**config.mk**
```make
export PLATFORM = sky130hd
export DESIGN_NAME = fspc_top
export DESIGN_NICKNAME = d
export VERILOG_FILES = /design/src/common/fspc_pkg.sv /design/src/core/fspc_top.sv
export SDC_FILE = /design/constraint.sdc
export NUM_CORES = 1
export LEC_CHECK = 0
export BUFFER_PORTS_ARGS = -buffer_cell sky130_fd_sc_hd__buf_2
export CORE_AREA = 10 10 247 249
export CTS_CLUSTER_DIAMETER = 200
export DETAILED_ROUTE_END_ITERATION = 8
export DIE_AREA = 0 0 257 259
export PLACE_DENSITY_LB_ADDON = 0.15
export SYNTH_ARGS = -nofsm -noshare
export SYNTH_HDL_FRONTEND = slang
export SYNTH_SLANG_ARGS = --single-unit
```
**constraint.sdc**
```tcl
create_clock -name clk_i -period 8.6 [get_ports clk_i]
set_input_delay 2.15 -clock clk_i [delete_from_list [all_inputs] [get_ports clk_i]]
set_output_delay 2.15 -clock clk_i [all_outputs]
set_load 0.1 [all_outputs]
```
**src/common/fspc_pkg.sv**
```systemverilog
/*
  Package for the flash self-program control block: register offsets,
  field positions, reset values, key pattern, mode codes and timing.
  Assumes a 25 MHz system clock and a 32-bit classic Wishbone bus.
*/
// Functional notes
// RULE1 - Enabled flag ignores software ones; software zero clears it.
// RULE2 - Mode 000 write, 001 erase, 011 read, 110 unlock; others reserved.
// RULE3 - Software unlocks successfully before asking for erase or write.
// RULE4 - Setting trigger starts timer; on expiry hardware clears trigger.
// RULE5 - Key low bytes of pairs two to four must be 00, 0D, C3.
// RULE6 - Key high bytes of pairs two to four must be 04, 09, 40.
// RULE7 - Software selects unlock mode, sets trigger, then writes key quickly.
// RULE8 - Correct key in window sets enabled flag; wrong key leaves it clear.
// RULE9 - Program start begins erase or write; hardware clears it when done.
// RULE10 - Reads only allowed while read permit is high.
// RULE11 - Read start begins a read; hardware clears it when done.
// RULE12 - Software never sets program start, permit and read start together.
// RULE13 - Processor is stalled while a started operation runs; the code stalls it for erase, write and read but not for a buffer clear.
// RULE14 - Software waits for one operation to finish before the next.
// RULE15 - Writing 55 to chip reset key resets the whole chip.
// RULE16 - Buffer clear start clears the buffer; hardware clears bit after.
// RULE17 - Upper seven bits of buffer clear register read as zero.
// RULE18 - Clearing enabled flag disables erase and write at once.
// RULE19 - Software checks an erased page reads all 0000h, else re-erases.
// RULE20 - On write mismatch software clears buffer and rewrites the page.
// RULE21 - Writing first data high loads the word and increments the address.
// RULE22 - Address increment stops at word offset 11111b of the page.
// RULE23 - Buffer and page erase act on the page chosen by address 12:5.
// RULE24 - Finished write clears the write buffer automatically.
// RULE25 - Unlock timer length is a parameter in system clock cycles.
`default_nettype none
package fspc_pkg;
  // Register byte addresses
  localparam logic [5:0] FSPC_ADDR_LOW   = 6'h00;
  localparam logic [5:0] FSPC_ADDR_HIGH  = 6'h04;
  localparam logic [5:0] FSPC_D0_LOW     = 6'h08;
  localparam logic [5:0] FSPC_D0_HIGH    = 6'h0c;
  localparam logic [5:0] FSPC_D1_LOW     = 6'h10;
  localparam logic [5:0] FSPC_D1_HIGH    = 6'h14;
  localparam logic [5:0] FSPC_D2_LOW     = 6'h18;
  localparam logic [5:0] FSPC_D2_HIGH    = 6'h1c;
  localparam logic [5:0] FSPC_D3_LOW     = 6'h20;
  localparam logic [5:0] FSPC_D3_HIGH    = 6'h24;
  localparam logic [5:0] FSPC_OP_CTRL    = 6'h28;
  localparam logic [5:0] FSPC_RESET_KEY  = 6'h2c;
  localparam logic [5:0] FSPC_BUF_CLEAR  = 6'h30;
  // Control field positions
  localparam int FSPC_BIT_ENABLED  = 7;
  localparam int FSPC_BIT_MODE_LO  = 4;
  localparam int FSPC_BIT_TRIGGER  = 3;
  localparam int FSPC_BIT_PROGRAM  = 2;
  localparam int FSPC_BIT_PERMIT   = 1;
  localparam int FSPC_BIT_READ     = 0;
  localparam int FSPC_BIT_CLEAR    = 0;
  localparam logic [7:0] FSPC_REG_RESET = 8'h00;
  // Mode codes
  localparam logic [2:0] FSPC_MODE_WRITE  = 3'h0;
  localparam logic [2:0] FSPC_MODE_ERASE  = 3'h1;
  localparam logic [2:0] FSPC_MODE_READ   = 3'h3;
  localparam logic [2:0] FSPC_MODE_UNLOCK = 3'h6;
  // Unlock key, pairs two to four
  localparam logic [7:0] FSPC_KEY1_LO = 8'h00;
  localparam logic [7:0] FSPC_KEY2_LO = 8'h0d;
  localparam logic [7:0] FSPC_KEY3_LO = 8'hc3;
  localparam logic [7:0] FSPC_KEY1_HI = 8'h04;
  localparam logic [7:0] FSPC_KEY2_HI = 8'h09;
  localparam logic [7:0] FSPC_KEY3_HI = 8'h40;
  localparam logic [7:0] FSPC_CHIP_RESET_VALUE = 8'h55;
  localparam logic [4:0] FSPC_PAGE_LAST = 5'h1f;
  // Timing
  localparam int FSPC_CLK_HZ = 25000000;
  localparam int FSPC_UNLOCK_WINDOW_US = 100;
  localparam int FSPC_UNLOCK_CYCLES =
    FSPC_UNLOCK_WINDOW_US * (FSPC_CLK_HZ / 1000000);
  localparam int FSPC_PROGRAM_TIME_US = 2200;
  localparam int FSPC_PROGRAM_CYCLES =
    FSPC_PROGRAM_TIME_US * (FSPC_CLK_HZ / 1000000);
  localparam int FSPC_READ_CYCLES = 4;
  localparam int FSPC_CLEAR_CYCLES = 32;

  typedef enum logic [2:0] {
    FSPC_IDLE, FSPC_ERASE, FSPC_WRITE, FSPC_READ, FSPC_CLEAR
  } fspc_state_type;

  // Request to the flash array
  typedef struct packed {
    logic        erase;
    logic        write;
    logic        read;
    logic [12:0] addr;
  } fspc_flash_req_type;
endpackage
`default_nettype wire

```
**src/core/fspc_top.sv**
```systemverilog
/*
  Flash self-program control: Wishbone register file, unlock sequencer,
  page write buffer and operation sequencer for erase, write and read.
  Assumes the flash array accepts request flags held high for the whole
  operation and that the processor honours the stall output.
*/
`default_nettype none
module fspc_top
  import fspc_pkg::*;
#(
  parameter int UNLOCK_CYCLES  = fspc_pkg::FSPC_UNLOCK_CYCLES,
  parameter int PROGRAM_CYCLES = fspc_pkg::FSPC_PROGRAM_CYCLES
) (
  input  wire logic                         clk_i,
  input  wire logic                         rst_i,
  input  wire logic                         wb_cyc_i,
  input  wire logic                         wb_stb_i,
  input  wire logic                         wb_we_i,
  input  wire logic [5:0]                   wb_adr_i,
  input  wire logic [3:0]                   wb_sel_i,
  input  wire logic [31:0]                  wb_dat_i,
  output logic      [31:0]                  wb_dat_o,
  output logic                              wb_ack_o,
  output fspc_pkg::fspc_flash_req_type      flash_req_o,
  output logic      [15:0]                  flash_wdata_o,
  input  wire logic [15:0]                  flash_rdata_i,
  output logic                              cpu_stall_o,
  output logic                              chip_reset_o
);
  import fspc_pkg::*;

  logic [12:0] flash_addr;
  logic [7:0]  data_lo [4];
  logic [7:0]  data_hi [4];
  logic        enabled;
  logic [2:0]  mode;
  logic        trigger;
  logic        program_start;
  logic        read_permit;
  logic        read_start;
  logic        clear_start;
  logic [15:0] wbuf [32];
  logic [31:0] trigger_age;
  logic [31:0] unlock_count;
  logic [31:0] op_count;
  fspc_state_type state;
  logic        bus_write;
  logic        key_ok;
  logic        op_done;
  logic [7:0]  wbyte;

  function automatic logic is_reg(input logic [5:0] offset);
    return bus_write && (wb_adr_i == offset);
  endfunction

  assign bus_write = wb_cyc_i && wb_stb_i && wb_we_i && !wb_ack_o
                     && wb_sel_i[0];
  assign wbyte = wb_dat_i[7:0];
  assign op_done = (state != FSPC_IDLE) && (op_count == 32'h0000_0001);

  // Key check on pairs two to four
  assign key_ok = (data_lo[1] == FSPC_KEY1_LO) &&    // RULE5
                  (data_lo[2] == FSPC_KEY2_LO) &&
                  (data_lo[3] == FSPC_KEY3_LO) &&
                  (data_hi[1] == FSPC_KEY1_HI) &&    // RULE6
                  (data_hi[2] == FSPC_KEY2_HI) &&
                  (data_hi[3] == FSPC_KEY3_HI);

  ////////////////////////////////////////////////////////////////////////
  // Bus acknowledge, one cycle after the strobe
  always_ff @(posedge clk_i) begin
    if (rst_i) begin
      wb_ack_o <= 1'b0;
    end else begin
      wb_ack_o <= wb_cyc_i && wb_stb_i && !wb_ack_o;
    end
  end

  // Read data mux; unmapped offsets read zero
  always_ff @(posedge clk_i) begin
    if (rst_i) begin
      wb_dat_o <= 32'h0000_0000;
    end else begin
      case (wb_adr_i)
        FSPC_ADDR_LOW:  wb_dat_o <= {24'h000000, flash_addr[7:0]};
        FSPC_ADDR_HIGH: wb_dat_o <= {27'h0000000, flash_addr[12:8]};
        FSPC_D0_LOW:    wb_dat_o <= {24'h000000, data_lo[0]};
        FSPC_D0_HIGH:   wb_dat_o <= {24'h000000, data_hi[0]};
        FSPC_D1_LOW:    wb_dat_o <= {24'h000000, data_lo[1]};
        FSPC_D1_HIGH:   wb_dat_o <= {24'h000000, data_hi[1]};
        FSPC_D2_LOW:    wb_dat_o <= {24'h000000, data_lo[2]};
        FSPC_D2_HIGH:   wb_dat_o <= {24'h000000, data_hi[2]};
        FSPC_D3_LOW:    wb_dat_o <= {24'h000000, data_lo[3]};
        FSPC_D3_HIGH:   wb_dat_o <= {24'h000000, data_hi[3]};
        FSPC_OP_CTRL:   wb_dat_o <= {24'h000000, enabled, mode, trigger,
                                     program_start, read_permit, read_start};
        FSPC_RESET_KEY: wb_dat_o <= 32'h0000_0000;
        FSPC_BUF_CLEAR: wb_dat_o <= {31'h00000000, clear_start}; // RULE17
        default:        wb_dat_o <= 32'h0000_0000;
      endcase
    end
  end

  ////////////////////////////////////////////////////////////////////////
  // Address pair with auto increment on first data high writes
  always_ff @(posedge clk_i) begin
    if (rst_i) begin
      flash_addr <= 13'h0000;
    end else if (is_reg(FSPC_ADDR_LOW)) begin
      flash_addr[7:0] <= wbyte;
    end else if (is_reg(FSPC_ADDR_HIGH)) begin
      flash_addr[12:8] <= wbyte[4:0];
    end else if (is_reg(FSPC_D0_HIGH) && enabled
                 && flash_addr[4:0] != FSPC_PAGE_LAST) begin // RULE22
      flash_addr <= flash_addr + 13'h0001;                   // RULE21
    end
  end

  // Data pairs; the first pair also takes the word a read returns
  always_ff @(posedge clk_i) begin
    if (rst_i) begin
      for (int i = 0; i < 4; i++) begin
        data_lo[i] <= FSPC_REG_RESET;
        data_hi[i] <= FSPC_REG_RESET;
      end
    end else if (state == FSPC_READ && op_done) begin
      data_lo[0] <= flash_rdata_i[7:0];                // RULE11
      data_hi[0] <= flash_rdata_i[15:8];
    end else begin
      for (int i = 0; i < 4; i++) begin
        if (is_reg(FSPC_D0_LOW + 6'(8 * i))) begin
          data_lo[i] <= wbyte;
        end
        if (is_reg(FSPC_D0_HIGH + 6'(8 * i))) begin
          data_hi[i] <= wbyte;
        end
      end
    end
  end

  ////////////////////////////////////////////////////////////////////////
  // Write buffer, indexed by word offset within the page
  always_ff @(posedge clk_i) begin
    if (rst_i || (state == FSPC_CLEAR && op_done)               // RULE16
        || (state == FSPC_WRITE && op_done)) begin              // RULE24
      for (int i = 0; i < 32; i++) begin
        wbuf[i] <= 16'h0000;
      end
    end else if (is_reg(FSPC_D0_HIGH) && enabled) begin
      wbuf[flash_addr[4:0]] <= {wbyte, data_lo[0]};             // RULE21
    end
  end

  ////////////////////////////////////////////////////////////////////////
  // Enabled flag and unlock trigger with procedure timer
  always_ff @(posedge clk_i) begin
    if (rst_i) begin
      enabled <= 1'b0;
    end else if (is_reg(FSPC_OP_CTRL) && !wbyte[FSPC_BIT_ENABLED]) begin
      enabled <= 1'b0;                                 // RULE1 RULE18
    end else if (trigger && mode == FSPC_MODE_UNLOCK && key_ok) begin
      enabled <= 1'b1;                                 // RULE8
    end
  end

  always_ff @(posedge clk_i) begin
    if (rst_i) begin
      trigger      <= 1'b0;
      unlock_count <= 32'h0000_0000;
    end else if (trigger) begin
      if (unlock_count <= 32'h0000_0001) begin
        trigger      <= 1'b0;                          // RULE4
        unlock_count <= 32'h0000_0000;
      end else begin
        unlock_count <= unlock_count - 32'h0000_0001;
      end
    end else if (is_reg(FSPC_OP_CTRL) && wbyte[FSPC_BIT_TRIGGER]) begin
      trigger      <= 1'b1;                            // RULE4
      unlock_count <= 32'(UNLOCK_CYCLES);              // RULE25
    end
  end

  // Cycles the trigger has stood high, for the expiry check
  always_ff @(posedge clk_i) begin
    if (rst_i || !trigger) begin
      trigger_age <= 32'h0000_0000;
    end else begin
      trigger_age <= trigger_age + 32'h0000_0001;
    end
  end

  ////////////////////////////////////////////////////////////////////////
  // Mode, start bits and read permit
  always_ff @(posedge clk_i) begin
    if (rst_i) begin
      mode          <= 3'h0;
      read_permit   <= 1'b0;
      program_start <= 1'b0;
      read_start    <= 1'b0;
    end else if (is_reg(FSPC_OP_CTRL) && state == FSPC_IDLE) begin
      mode        <= wbyte[FSPC_BIT_MODE_LO +: 3];     // RULE2
      read_permit <= wbyte[FSPC_BIT_PERMIT];           // RULE10
      // A start latches only if the same write keeps its gate open,
      // so a write that drops the flag or permit cannot leave it stuck
      program_start <= wbyte[FSPC_BIT_PROGRAM] && enabled
        && wbyte[FSPC_BIT_ENABLED]                     // RULE18
        && (wbyte[6:4] == FSPC_MODE_WRITE
            || wbyte[6:4] == FSPC_MODE_ERASE);         // RULE9 RULE2
      read_start <= wbyte[FSPC_BIT_READ]
        && wbyte[FSPC_BIT_PERMIT]
        && wbyte[6:4] == FSPC_MODE_READ;               // RULE10 RULE11
    end else if (op_done) begin
      program_start <= 1'b0;                           // RULE9
      read_start    <= 1'b0;                           // RULE11
    end
  end

  always_ff @(posedge clk_i) begin
    if (rst_i) begin
      clear_start <= 1'b0;
    end else if (state == FSPC_CLEAR && op_done) begin
      clear_start <= 1'b0;                             // RULE16
    end else if (is_reg(FSPC_BUF_CLEAR) && wbyte[FSPC_BIT_CLEAR]
                 && state == FSPC_IDLE) begin
      clear_start <= 1'b1;                             // RULE16
    end
  end

  ////////////////////////////////////////////////////////////////////////
  // Operation sequencer
  always_ff @(posedge clk_i) begin
    if (rst_i) begin
      state    <= FSPC_IDLE;
      op_count <= 32'h0000_0000;
    end else begin
      case (state)
        FSPC_IDLE: begin
          if (program_start && enabled && mode == FSPC_MODE_ERASE) begin
            state    <= FSPC_ERASE;                    // RULE23
            op_count <= 32'(PROGRAM_CYCLES);
          end else if (program_start && enabled) begin
            state    <= FSPC_WRITE;
            op_count <= 32'(PROGRAM_CYCLES);
          end else if (read_start && read_permit) begin
            state    <= FSPC_READ;                     // RULE10
            op_count <= 32'(FSPC_READ_CYCLES);
          end else if (clear_start) begin
            state    <= FSPC_CLEAR;
            op_count <= 32'(FSPC_CLEAR_CYCLES);
          end
        end
        FSPC_ERASE, FSPC_WRITE, FSPC_READ, FSPC_CLEAR: begin
          if (op_done) begin
            state <= FSPC_IDLE;
          end else begin
            op_count <= op_count - 32'h0000_0001;
          end
        end
        default: state <= FSPC_IDLE;
      endcase
    end
  end

  ////////////////////////////////////////////////////////////////////////
  // Outputs to flash array, processor and chip reset
  always_ff @(posedge clk_i) begin
    if (rst_i) begin
      flash_req_o   <= '0;
      flash_wdata_o <= 16'h0000;
      cpu_stall_o   <= 1'b0;
    end else begin
      flash_req_o.erase <= (state == FSPC_ERASE);
      flash_req_o.write <= (state == FSPC_WRITE);
      flash_req_o.read  <= (state == FSPC_READ);
      flash_req_o.addr  <= flash_addr;                 // RULE23
      flash_wdata_o     <= wbuf[flash_addr[4:0]];
      cpu_stall_o <= (state == FSPC_ERASE || state == FSPC_WRITE
                      || state == FSPC_READ);          // RULE13
    end
  end

  always_ff @(posedge clk_i) begin
    if (rst_i) begin
      chip_reset_o <= 1'b0;
    end else begin
      chip_reset_o <= is_reg(FSPC_RESET_KEY)
                      && wbyte == FSPC_CHIP_RESET_VALUE; // RULE15
    end
  end

  ////////////////////////////////////////////////////////////////////////
  // Checks on the unlock procedure and the enabled flag
  a_enable_set_only: assert property ( // RULE8
    @(posedge clk_i) disable iff (rst_i)
    $rose(enabled) |-> $past(trigger) && $past(key_ok))
    else $error("enabled flag rose without valid key");
  a_enable_sw_one: assert property ( // RULE1
    @(posedge clk_i) disable iff (rst_i)
    is_reg(FSPC_OP_CTRL) && !enabled
    && !(trigger && mode == FSPC_MODE_UNLOCK && key_ok) |=> !enabled)
    else $error("software set the enabled flag");
  a_enable_clear_now: assert property ( // RULE1 RULE18
    @(posedge clk_i) disable iff (rst_i)
    is_reg(FSPC_OP_CTRL) && !wbyte[FSPC_BIT_ENABLED] |=> !enabled)
    else $error("enabled flag not cleared by software");
  a_key_accept: assert property ( // RULE8
    @(posedge clk_i) disable iff (rst_i)
    trigger && mode == FSPC_MODE_UNLOCK && key_ok
    && !is_reg(FSPC_OP_CTRL) |=> enabled)
    else $error("correct key not accepted");
  a_trigger_timeout: assert property ( // RULE4 RULE25
    @(posedge clk_i) disable iff (rst_i)
    trigger |-> trigger_age < 32'(UNLOCK_CYCLES))
    else $error("trigger not cleared by timer");

  // Checks on the sequencer and the processor stall
  a_reserved_idle: assert property ( // RULE2 RULE9
    @(posedge clk_i) disable iff (rst_i)
    is_reg(FSPC_OP_CTRL) && state == FSPC_IDLE
    && wbyte[6:4] != FSPC_MODE_WRITE
    && wbyte[6:4] != FSPC_MODE_ERASE |=> !program_start)
    else $error("program start in wrong mode");
  a_program_gated: assert property ( // RULE18 RULE9
    @(posedge clk_i) disable iff (rst_i)
    $rose(state == FSPC_ERASE || state == FSPC_WRITE) |-> $past(enabled))
    else $error("erase or write while disabled");
  a_read_gated: assert property ( // RULE10
    @(posedge clk_i) disable iff (rst_i)
    $rose(state == FSPC_READ) |-> $past(read_permit))
    else $error("read ran without permit");
  a_stall_busy: assert property ( // RULE13
    @(posedge clk_i) disable iff (rst_i)
    state == FSPC_ERASE || state == FSPC_WRITE || state == FSPC_READ
    |=> cpu_stall_o)
    else $error("processor not stalled");
  a_read_capture: assert property ( // RULE11
    @(posedge clk_i) disable iff (rst_i)
    state == FSPC_READ && op_done
    |=> {data_hi[0], data_lo[0]} == $past(flash_rdata_i))
    else $error("read word not captured");
  a_program_done: assert property ( // RULE9 RULE24
    @(posedge clk_i) disable iff (rst_i)
    state == FSPC_WRITE && op_done
    |=> !program_start && wbuf[flash_addr[4:0]] == 16'h0000)
    else $error("program start or buffer not cleared");
  a_clear_done: assert property ( // RULE16
    @(posedge clk_i) disable iff (rst_i)
    state == FSPC_CLEAR && op_done |=> !clear_start && wbuf[0] == 16'h0000)
    else $error("buffer clear did not finish");

  // Checks on the address pair, the page, the bus and the chip reset
  a_addr_hold: assert property ( // RULE22
    @(posedge clk_i) disable iff (rst_i)
    is_reg(FSPC_D0_HIGH) && flash_addr[4:0] == FSPC_PAGE_LAST
    |=> flash_addr[4:0] == FSPC_PAGE_LAST)
    else $error("address passed page end");
  a_erase_page: assert property ( // RULE23
    @(posedge clk_i) disable iff (rst_i)
    state == FSPC_ERASE |=> flash_req_o.erase
    && flash_req_o.addr == $past(flash_addr))
    else $error("erase request off the page");
  a_clear_bits: assert property ( // RULE17
    @(posedge clk_i) disable iff (rst_i)
    wb_ack_o && $past(wb_adr_i) == FSPC_BUF_CLEAR
    |-> wb_dat_o[31:1] == 31'h00000000)
    else $error("buffer clear upper bits set");
  a_chip_reset_key: assert property ( // RULE15
    @(posedge clk_i) disable iff (rst_i)
    is_reg(FSPC_RESET_KEY) && wbyte == FSPC_CHIP_RESET_VALUE
    |=> chip_reset_o)
    else $error("chip reset not generated");
  a_chip_reset_only: assert property ( // RULE15
    @(posedge clk_i) disable iff (rst_i)
    !(is_reg(FSPC_RESET_KEY) && wbyte == FSPC_CHIP_RESET_VALUE)
    |=> !chip_reset_o)
    else $error("chip reset without its value");
endmodule
`default_nettype wire

```
==> insert_results.sql <==
INSERT INTO impl_metrics (metric_group, metric, value, unit) VALUES
('sta', 'setup-tns-final', '0', 'ns'),
('pwr', 'worst_ir_drop_on_vdd', '148', 'uV'),
('synthesis', 'synth_flop_cell', 'sky130_fd_sc_hd__edfxtp_1', ''),
('global_route', 'antenna_found_initial', '3', ''),
('clock_network', 'worstSkewPairLatency', '0.62', 'ns'),
('synthesis', 'syn-mean-instance-area', '12.8', 'sq um'),
('clock_network', 'h-tree-depth', '3', ''),
('clock_network', 'cts_post_setup_buffers_inserted', '0', ''),
('floorplanning', 'die-area', '66600', 'sq um'),
('min_path', 'holdPathEnd', 'op_count[23]', ''),
('floorplanning', 'core_area', '56000', 'sq um'),
('worst_setup_path', 'beginning_of_the_worst_register_to_register_path', 'op_count[5]', ''),
('routing', 'ratio_of_routed_vias_to_standard_cells', '7.34', ''),
('global_route', 'grt_max_degree', '229', ''),
('job', 'cap_violations', '0', ''),
('floorplanning', 'std_cell_rows', '87', ''),
('pwr', 'power_density', '206', 'nW/um^2'),
('min_path', 'hold_path.startpoint', 'op_count[23]', ''),
('sta', 'fmax', '191', 'MHz'),
('floorplanning', 'fp.dieH', '259', 'um'),
('sta', 'worst_margin_slew', '1.35', 'ns'),
('worst_setup_path', 'start_kind', 'input port', ''),
('floorplanning', 'top_level_ports', '130', ''),
('worst_setup_path', 'crit_family', 'simple AND/OR/NAND/NOR gates', ''),
('final_layout', 'final_nets', '2598', ''),
('run_status', 'status', 'finished clean', ''),
('worst_setup_path', 'required_time_at_the_endpoint_of_the_critical_path', '8.91', 'ns'),
('synthesis', 'async_flop_share', '0', '%'),
('worst_setup_path', 'cp_slowest_cell', 'sky130_fd_sc_hd__o21ai_2', ''),
('sta', 'timing.final.max_slew_violations', '0', ''),
('worst_setup_path', 'crit_chain', 'buf_2 -> nor2_1 -> nand4_1 -> nor2_1 -> nand2_1 -> o21ai_2 -> buf_4', ''),
('sta', 'final_min_period_over_clock_period', '60.9', '%'),
('clock_network', 'cts_tree', 'built', ''),
('place', 'gp_congestion', '0.942', ''),
('place', 'hpwl', '61000', 'um'),
('worst_setup_path', 'cp_max_fo', '11', ''),
('clock_network', 'cts.root.buffer_cell', 'sky130_fd_sc_hd__clkbuf_16', ''),
('worst_setup_path', 'worstSetupPathType', 'in -> reg', ''),
('clock_network', 'clk_pin_slew_worst_paths', '0.06', 'ns'),
('worst_setup_path', 'cp.arrival', '5.55', 'ns'),
('sta', 'smallest_hold_slack', '0.473', 'ns'),
('clock_network', 'cts_buffer_depth', '3', ''),
('clock_network', 'cts_repair_resize_count', '0', ''),
('worst_setup_path', 'end_kind', 'flop', ''),
('routing', 'antenna_left', '0', ''),
('sta', 'grt_setup_unrepaired', 'false', ''),
('synthesis', 'synth-edff-count', '576', ''),
('routing', 'wirelength', '102000', 'um'),
('final_layout', 'drive_gt1_share', '18.4', '%'),
('synthesis', 'synthesis.area', '33200', 'sq um'),
('routing', 'remaining_drc_errors', '0', ''),
('worst_setup_path', 'cp_common_cell', 'sky130_fd_sc_hd__nor2_1', ''),
('clock_network', 'clkSinkCount', '708', ''),
('synthesis', 'synth_cell_type_count', '83', ''),
('min_path', 'holdPathStages', '2', ''),
('routing', 'first_pass_iters', '6', ''),
('clock_network', 'numCtsBuffers', '73', ''),
('min_path', 'hold_path.class', 'reg -> reg', ''),
('synthesis', 'ys_seq_elements', '708', ''),
('global_route', 'grt.overflow.total', '0', ''),
('synthesis', 'synthCells', '2599', ''),
('sta', 'finalCriticalPeriod', '5.24', 'ns'),
('worst_setup_path', 'cp_slowest_stage_delay', '1.12', 'ns'),
('sta', 'setup_viol_count_final', '0', ''),
('clock_network', 'cts.hold.buffers_added', '0', ''),
('synthesis', 'proportion_of_synthesized_chip_area_in_sequential_cells', '60.0', '%'),
('place', 'port_buffers', '78', ''),
('routing', 'detailroute.via_count', '24504', ''),
('worst_setup_path', 'worst-r2r-cell-count', '7', ''),
('sta', 'hold_viol_final', '0', ''),
('synthesis', 'ys.warnings.count', '0', '');
[cell usage in the layout (no fill, tap or decap), types with 20 or more instances in the layout]
cell and n:
sky130_fd_sc_hd__a21oi_1 53, sky130_fd_sc_hd__a22oi_1 57, sky130_fd_sc_hd__a31oi_1 23, sky130_fd_sc_hd__and3_1 27, sky130_fd_sc_hd__buf_2 77, sky130_fd_sc_hd__buf_4 68, sky130_fd_sc_hd__clkbuf_16 80, sky130_fd_sc_hd__conb_1 24
sky130_fd_sc_hd__dfxtp_1 130, sky130_fd_sc_hd__edfxtp_1 576, sky130_fd_sc_hd__mux4_2 128, sky130_fd_sc_hd__nand2_1 143, sky130_fd_sc_hd__nand3_1 24, sky130_fd_sc_hd__nand4_1 27, sky130_fd_sc_hd__nor2_1 149, sky130_fd_sc_hd__nor2b_1 20
sky130_fd_sc_hd__nor3_1 28, sky130_fd_sc_hd__nor4_1 502, sky130_fd_sc_hd__o21ai_2 32, sky130_fd_sc_hd__or4_1 20
[through the flow]
| step | cell area (sq um) | setup WS, ns | total power, mW | cells |
|---|---|---|---|---|
| floorplan | 33300 | 3.78 | 4.11 | 2622 |
| global placement | 34000 | 2.92 | 4.23 | 3207 |
| detailed placement | 34000 | 2.87 | 4.24 | 3207 |
| CTS | 36400 | 3.50 | 7.50 | 3338 |
| global route | 36400 | 3.09 | 7.65 | 3339 |
| finish | 36400 | 3.36 | 7.50 | 3339 |
[Yosys cell counts (27+ instances only)]
| cell | number | share of area (%) |
|---|---|---|
| sky130_fd_sc_hd__a21oi_1 | 54 | 0.81 |
| sky130_fd_sc_hd__edfxtp_1 | 576 | 52 |
| sky130_fd_sc_hd__nor2_1 | 150 | 1.7 |
| sky130_fd_sc_hd__o21ai_0 | 48 | 0.72 |
| sky130_fd_sc_hd__nor4_1 | 502 | 9.5 |
| sky130_fd_sc_hd__nand4_1 | 27 | 0.51 |
| sky130_fd_sc_hd__mux4_2 | 128 | 8.7 |
| sky130_fd_sc_hd__a22oi_1 | 57 | 1.3 |
| sky130_fd_sc_hd__buf_2 | 62 | 0.93 |
| sky130_fd_sc_hd__nand2_1 | 145 | 1.6 |
| sky130_fd_sc_hd__buf_4 | 40 | 0.90 |
| sky130_fd_sc_hd__nor3_1 | 29 | 0.44 |
| sky130_fd_sc_hd__dfxtp_1 | 132 | 8.0 |
| sky130_fd_sc_hd__and3_1 | 27 | 0.51 |
| sky130_fd_sc_hd__clkbuf_1 | 203 | 2.3 |
[sequential cells by signal, indices dropped and copies added, names as in the netlist, 3 cells and up]
signal,flops
flash_wdata_o,16
wbuf,512
op_count,32
mode,3
unlock_count,32
wb_dat_o,8
data_hi,32
flash_addr,13
state,3
data_lo,32
flash_req_o,16
[worst max path at each step]
stage,from,end,cells past startpoint
finish,wb_adr_i[5],wbuf[24][4],7
global route,wb_adr_i[5],wbuf[3][7],6
CTS,wb_adr_i[5],wbuf[24][4],7
detailed placement,wb_adr_i[5],wbuf[0][13],6
global placement,wb_adr_i[5],wbuf[24][4],7
floorplan,wb_adr_i[5],wbuf[13][0],6
[logic make-up after synthesis]
logic type | count (synthesis) | share of synthesized area (%)
AND/OR/NAND/NOR | 1046 | 18.0
flip-flops | 708 | 60.0
AO/OA/AOI/OAI | 343 | 7.62
buffers and inverters | 333 | 4.49
multiplexers | 144 | 9.16
XOR/XNOR | 14 | 0.369
adder cells (fa/ha/maj) | 10 | 0.369
other | 1 | 0.0113
[worst register-to-register path: cells and delay by family (launching register included)]
kind | cells | cell delay (ns)
AND/OR/NAND/NOR | 4 | 2.55
buffers and inverters | 2 | 0.96
flip-flops | 1 | 0.35
AO/OA/AOI/OAI | 1 | 0.58
[cell type report]
cell class                      count  area [sq um]
Fill cell                        4201         19500
Clock inverter                     34           405
Tap cell                          756           946
Inverter                           14          52.6
Antenna cell                        1          2.50
Timing Repair Buffer              148           956
Sequential cell                   708         19900
Clock buffer                       97          2080
Multi-Input combinational cell   1581         12100
[per-layer routing]
metal | part of all wire, % | vias to the layer above | wire, um | track usage, %
met4 | 4.6 | 4 | 4700 | 14.5
met3 | 13 | 269 | 13100 | 6.82
li1 | - | 10454 | - | -
met1 | 36 | 12080 | 37100 | 40.1
met2 | 46 | 1697 | 47100 | 46.6
met5 | 0.023 | - | 23 | 0
[where the power goes]
| group | leakage, nW | switching [mW] | internal, mW |
|---|---|---|---|
| clock network | 1.22 | 1.35 | 1.97 |
| registers | 7.00 | 0.0340 | 3.79 |
| logic | 3.40 | 0.287 | 0.0689 |
| total | 11.6 | 1.67 | 5.83 |
(Power assumes the default switching activity.)
